`src/rtl/preload_pkg.sv`:
```
package preload_pkg;
  // registered outputs and array inputs of the modelled device
  localparam int unsigned num_regs = 8;
  localparam int unsigned num_inputs = 12;
  // power-up value of every output register
  localparam logic [7:0] reg_reset_value = 8'h00;
  // preload sequencing figures, in ns, and the rate of ref_clk in MHz
  localparam int unsigned clk_mhz = 100;
  localparam int unsigned preload_min_ns = 100;
  localparam int unsigned preload_max_ns = 1000;
  localparam int unsigned preload_min_cyc = (preload_min_ns * clk_mhz + 999) / 1000;
  localparam int unsigned preload_max_cyc = (preload_max_ns * clk_mhz) / 1000;
  typedef enum logic [1:0] {
    mode_run,
    mode_preload,
    mode_exit
  } mode_t;
endpackage : preload_pkg

```
`src/rtl/array_if.sv`:
```
`timescale 1ns/10ps
`default_nettype none
interface array_if #(parameter int unsigned n_in = 12, parameter int unsigned n_reg = 8);
  logic [n_in-1:0] dev_in;
  logic [n_reg-1:0] fb;
  logic [n_reg-1:0] next_state;
  modport core (output dev_in, output fb, input next_state);
  modport array (input dev_in, input fb, output next_state);
endinterface : array_if
`default_nettype wire

```
`src/rtl/logic_array.sv`:
```
`timescale 1ns/10ps
`default_nettype none
module logic_array
  import preload_pkg::*;
#(
  parameter int unsigned n_in = 12,
  parameter int unsigned n_reg = 8
) (
  // fuse map
  input wire logic [n_reg-1:0][n_in-1:0] and_in_mask,
  input wire logic [n_reg-1:0][n_reg-1:0] and_fb_mask,
  input wire logic [n_reg-1:0] invert,
  // array ports
  array_if.array ar
);
  // one product term per register; fused-out literals drop out of the product
  function automatic logic term(input logic [n_in-1:0] v, input logic [n_in-1:0] m);
    term = &(v | ~m);
  endfunction : term

  // feedback width differs from input width, so it gets its own product
  function automatic logic term_fb(input logic [n_reg-1:0] v, input logic [n_reg-1:0] m);
    term_fb = &(v | ~m);
  endfunction : term_fb

  always_comb begin
    for (int i = 0; i < n_reg; i++) begin
      ar.next_state[i] = invert[i] ^ (term(ar.dev_in, and_in_mask[i]) &
                         term_fb(ar.fb, and_fb_mask[i]));
    end
  end
endmodule : logic_array
`default_nettype wire

```
`src/rtl/preload_regs.sv`:
```
`timescale 1ns/10ps
`default_nettype none
module preload_regs
  import preload_pkg::*;
#(
  parameter int unsigned n_in = num_inputs,
  parameter int unsigned n_reg = num_regs
) (
  // clock and power-up reset
  input wire logic ref_clk,
  input wire logic rst_b,
  // device inputs and device clock pin, sampled on ref_clk
  input wire logic [n_in-1:0] dev_in,
  input wire logic dev_clk,
  input wire logic out_enable_b,
  // preload control pin at preload_high_voltage_level
  input wire logic preload_en,
  // fuse map
  input wire logic [n_reg-1:0][n_in-1:0] and_in_mask,
  input wire logic [n_reg-1:0][n_reg-1:0] and_fb_mask,
  input wire logic [n_reg-1:0] invert,
  // registered output pins
  input wire logic [n_reg-1:0] q_pin_in,
  output logic [n_reg-1:0] q_pin_out,
  output logic [n_reg-1:0] q_pin_oe,
  // combinational output, untouched by the power-up clear; preload status, cleared by it
  output logic comb_out,
  output logic preload_active
);
  if (n_reg < 1 || n_reg > 8 || n_in < 1) begin : g_bad_size
    $error("preload_regs: unsupported size");
  end

  array_if #(.n_in(n_in), .n_reg(n_reg)) ar ();

  logic [n_reg-1:0] state_q, state_d;
  logic [n_reg-1:0] oe_q, oe_d;
  logic clk_q, clk_d;
  logic comb_q, comb_d;
  mode_t mode_q, mode_d;
  logic active_q, active_d;
  logic rise;

  assign ar.dev_in = dev_in;
  assign ar.fb = state_q;
  assign rise = dev_clk & ~clk_q;

  logic_array #(.n_in(n_in), .n_reg(n_reg)) u_array (
    .and_in_mask(and_in_mask),
    .and_fb_mask(and_fb_mask),
    .invert(invert),
    .ar(ar)
  );

  always_comb begin
    state_d = state_q;
    mode_d = mode_q;
    clk_d = dev_clk;
    // pins float during preload so the tester can force them
    oe_d = (preload_en || out_enable_b) ? '0 : '1;
    comb_d = ^dev_in;
    case (mode_q)
      mode_run: begin
        if (preload_en) begin
          mode_d = mode_preload;
        end else if (rise) begin
          state_d = ar.next_state;
        end
      end
      mode_preload: begin
        // every register sees its own pin; the tester moves one pin at a time
        if (rise) begin
          state_d = q_pin_in;
        end
        if (!preload_en) begin
          mode_d = mode_exit;
        end
      end
      mode_exit: begin
        mode_d = mode_run;
      end
      default: begin
        mode_d = mode_run;
      end
    endcase
    // registered so the status pin never glitches on a mode decode
    active_d = (mode_d != mode_run);
  end

  always_ff @(posedge ref_clk or negedge rst_b) begin
    if (!rst_b) begin
      state_q <= reg_reset_value[n_reg-1:0];
      oe_q <= '0;
      clk_q <= 1'b0;
      mode_q <= mode_run;
      active_q <= 1'b0;
    end else begin
      state_q <= state_d;
      oe_q <= oe_d;
      clk_q <= clk_d;
      mode_q <= mode_d;
      active_q <= active_d;
    end
  end

  // no reset here: the clear leaves combinational outputs alone
  always_ff @(posedge ref_clk) begin
    comb_q <= comb_d;
  end

  assign q_pin_out = state_q;
  assign q_pin_oe = oe_q;
  assign comb_out = comb_q;
  assign preload_active = active_q;
endmodule : preload_regs
`default_nettype wire

```
`config.mk`:
```
export PLATFORM = sky130hd
export DESIGN_NAME = preload_regs
export DESIGN_NICKNAME = d
export VERILOG_FILES = /design/src/rtl/preload_pkg.sv /design/src/rtl/array_if.sv /design/src/rtl/logic_array.sv /design/src/rtl/preload_regs.sv
export SDC_FILE = /design/constraint.sdc
export NUM_CORES = 1
export LEC_CHECK = 0
export BUFFER_PORTS_ARGS = -buffer_cell sky130_fd_sc_hd__buf_2
export CAP_MARGIN = 0
export CELL_PAD_IN_SITES_DETAIL_PLACEMENT = 0
export CELL_PAD_IN_SITES_GLOBAL_PLACEMENT = 1
export CORE_ASPECT_RATIO = 1.75
export CORE_MARGIN = 2
export CORE_UTILIZATION = 24
export DETAILED_ROUTE_END_ITERATION = 10
export HOLD_SLACK_MARGIN = 0.03
export PLACE_DENSITY_LB_ADDON = 0.05
export SKIP_CTS_REPAIR_TIMING = 1
export SYNTH_ARGS = -nofsm -noshare
export SYNTH_HDL_FRONTEND = slang
export SYNTH_HIERARCHICAL = 1
export SYNTH_SLANG_ARGS = --single-unit
export TNS_END_PERCENT = 10
```
`constraint.sdc`:
```
create_clock -name ref_clk -period 4.2 [get_ports ref_clk]
set_input_delay 0.21 -clock ref_clk [delete_from_list [all_inputs] [get_ports ref_clk]]
set_output_delay 0.21 -clock ref_clk [all_outputs]
set_load 0.01 [all_outputs]
```
==> Flow_metrics.wiki <==
{| class="wikitable"
! Metric !! Value
|-
| Post-Synthesis Mean Instance Area || around 9.4 µm²
|-
| Clock sinks || 14
|-
| Post-route minimum period || ~2600 ps
|-
| Clock tree buffer depth || 2
|-
| Fraction of final layout cells sized beyond drive strength 1 || 0.627
|-
| Leakage power total || between 1.5 and 2 nW
|-
| Top-level port count || 211
|-
| Drt wl/cell || 20.8 µm
|-
| Pwr dens || 266 nW/µm²
|-
| Largest fanout on the critical path || 8
|-
| Sort of element at the end of the critical path || register
|-
| Setup total negative slack || 0 ps
|-
| FF-to-FF setup slack || approximately 1600 ps
|-
| Setup repair after global routing missed its margin || false
|-
| Worst slew margin || 0.435
|-
| Wire length of the first global-routing pass || 14.9 mm
|-
| Start point of the worst min-delay path || dev_clk
|-
| Clock-pin transition on the worst setup and hold timing paths || roughly 50 ps
|-
| Starting DRC count in detailed routing || 75
|-
| Post-Synthesis Cells || 195
|-
| Dpl cell area || slightly below 3000 µm²
|-
| Overall die area || approximately 8400 µm²
|-
| Maximum number of pins on one net before global-route repair || 14
|-
| Total global routing overflow || 0
|-
| Post-detail-place hpwl || slightly below 9 mm
|-
| Vias || about 2,600
|-
| Number of remaining DRC errors || 0
|-
| Clock tree from TritonCTS || built
|-
| Share of the synthesized area in compound gates (AO/OA/AOI/OAI) || 0.374
|-
| Post-Place Worst Slack || ~1600 ps
|-
| Fill cell instance count of the final layout || 805
|-
| Post-Synthesis Net Count || 388
|-
| Total GRT Usage || 0.238
|-
| Startpoint-to-endpoint class of the critical path || reg -> reg
|-
| Simple-gate share of the synthesized area || 0.174
|-
| Critical register-to-register path endpoint || q_pin_out[3]$_DFFE_PN0P_
|-
| Total clock buffers created by CTS || 3
|-
| Fin area || between 3000 and 4000 µm²
|-
| Post-Synthesis Cell Area || 1840 µm²
|-
| Clock root buffer master || clkbuf_16
|-
| Commonest non-fill, non-tap cell in the layout || buf_2
|-
| Finished Core Util || 0.405
|-
| Max-capacitance violation count || 0
|-
| Post-layout instance count excluding filler cells || between 400 and 500
|-
| Post-route fraction of the period consumed by the critical path || 0.621
|-
| Pre-antenna DRT Iters || 4
|-
| Initial Util || 0.245
|-
| Total number of placement rows || 42
|-
| Worst voltage drop across the vdd grid || 0.0845 mV
|-
| Synth Register Bits || 14
|-
| Post-route antenna net violation count || 0
|-
| H-tree depth reported by CTS || 1
|-
| Maximum clock frequency || around 0.38 GHz
|-
| Data arrival time of the critical path || 2740 ps
|-
| WP data required || 4330 ps
|-
| Count of cells along the worst hold path || 1
|-
| Worst-skew pair later-pin latency || about 250 ps
|-
| Result of the run || finished, final reports clean
|-
| Warnings, synthesis || 6
|-
| Share of the yosys chip area belonging to registers || 0.188
|-
| Total power || approximately 0.8 mW
|-
| Global placer's final weighted congestion || 0.843
|-
| Number of global-route vias before repair || roughly 2,800
|-
| Setup violation total in the final timing report || 0
|-
| Number of cells traversed by the worst register-to-register path || 7
|-
| Critical path startpoint category || register
|-
| Area inside the core boundary || between 7000 and 8000 µm²
|-
| Combinational family with the most area after synthesis || compound AO/OA/AOI/OAI gates
|-
| Number of nets at the end of the flow || about 600
|-
| End point of the most critical hold path || clk_q$_DFF_PN0_
|-
| Final Slew Violations || 0
|-
| Final WS setup || ~1600 ps
|-
| Layout Skew || 2.56 ps
|-
| Buffers added on ports || 210
|-
| Worst Tran Pin Value || about 850 ps
|-
| Top library cells by usage in the layout, fill and taps aside || buf_2 (210), nor2b_1 (33), a22o_1 (32), a221oi_1 (24), xnor2_1 (17)
|-
| Height of the chip || between 100 and 150 µm
|-
| Count of endpoints failing hold in the final timing report || 0
|-
| Kind of path behind the tightest hold check || in -> reg
|-
| X dimension of the die || 70.2 µm
|-
| Launching point of the worst reg2reg path || q_pin_out[6]$_DFFE_PN0P_
|-
| Avg Vias per Cell || around 5.2
|-
| Adder-cell area share of the yosys netlist || 0
|-
| Antenna violations before repair || 2
|-
| Smallest hold slack || between 80 and 90 ps
|-
| Post-synthesis cell type count || 23
|-
| Growth of design area from synthesis to finish || 65.7%
|-
| Mux share of post-synthesis cell area || 0.0980
|-
| Placed Cells || roughly 490
|-
| Routed wire length || ~10 mm
|-
| Post-synthesis xor/xnor area fraction || 0.0933
|}
## routing by layer
layer	routed length, µm	track usage	share of wire
met5	0	0	0
met2	5640	0.458	0.55
met3	744	0.0361	0.073
met4	351	0.120	0.034
met1	3470	0.241	0.34
## critical path, cell delays in order, from the launching register on
cell       delay [ps]
dfrtp_1           510
nor2b_1            90
a2111o_1          360
a2111oi_2         600
nand4_1           250
xnor2_1           180
mux2_2            250
mux2_2            250
## worst max path at each step
stage	slack, ps	endpoint	startpoint	depth (start not counted)
6_report	1590	q_pin_out[3]$_DFFE_PN0P_	q_pin_out[6]$_DFFE_PN0P_	7
5_1_grt	1350	q_pin_out[4]$_DFFE_PN0P_	q_pin_out[6]$_DFFE_PN0P_	7
2_1_floorplan	2040	q_pin_out[5]$_DFFE_PN0P_	q_pin_out[5]$_DFFE_PN0P_	7
4_1_cts	1590	q_pin_out[3]$_DFFE_PN0P_	q_pin_out[6]$_DFFE_PN0P_	7
3_5_place_dp	1600	q_pin_out[3]$_DFFE_PN0P_	q_pin_out[6]$_DFFE_PN0P_	7
3_3_place_gp	1620	q_pin_out[4]$_DFFE_PN0P_	q_pin_out[6]$_DFFE_PN0P_	7
## report_power, final
part / switching, mW / total [mW] / internal (mW)
clock: 0.0589 / 0.203 / 0.145
combinational: 0.212 / 0.418 / 0.206
sequential: 0.0255 / 0.189 / 0.163
## area by class of cell
class	instances	area (µm²)	area share
Antenna cell	2	5.00	0.00164
Clock buffer	4	88.8	0.0292
Inverter	20	75.1	0.0247
Multi-Input combinational cell	153	1360	0.447
Sequential cell	14	345	0.113
Tap cell	88	110	0.0362
Timing Repair Buffer	211	1060	0.348
## state kept, by name, summed over array words and instances (netlist names)
name            count
mode_q              2
preload_active      1
clk_q               1
q_pin_out           8
q_pin_oe            1
comb_out            1
## Yosys cell counts, drive strengths merged
library cell / instances / area [µm²]
xnor2: 17 / 149
a221oi: 24 / 210
mux2: 16 / 180
clkinv: 2 / 7.51
nand4: 8 / 50.1
a22o: 32 / 280
dfrtp: 13 / 325
or2: 1 / 6.26
a2111o: 8 / 90.1
and2b: 2 / 16.3
dfxtp: 1 / 20.0
nor2b: 34 / 220
inv: 18 / 67.6
xnor3: 1 / 22.5
buf: 8 / 57.6
a2111oi: 8 / 108
nor2: 1 / 3.75
nor4b: 1 / 23.8
## cell families after synthesis
kind of cell | after synthesis
AOI/OAI and AO/OA | 72
muxes | 16
xor gates and xnor gates | 18
buffers and inverters | 28
and+or+nand+nor | 47
DFF | 14
Power figures use the tool's default switching activity.
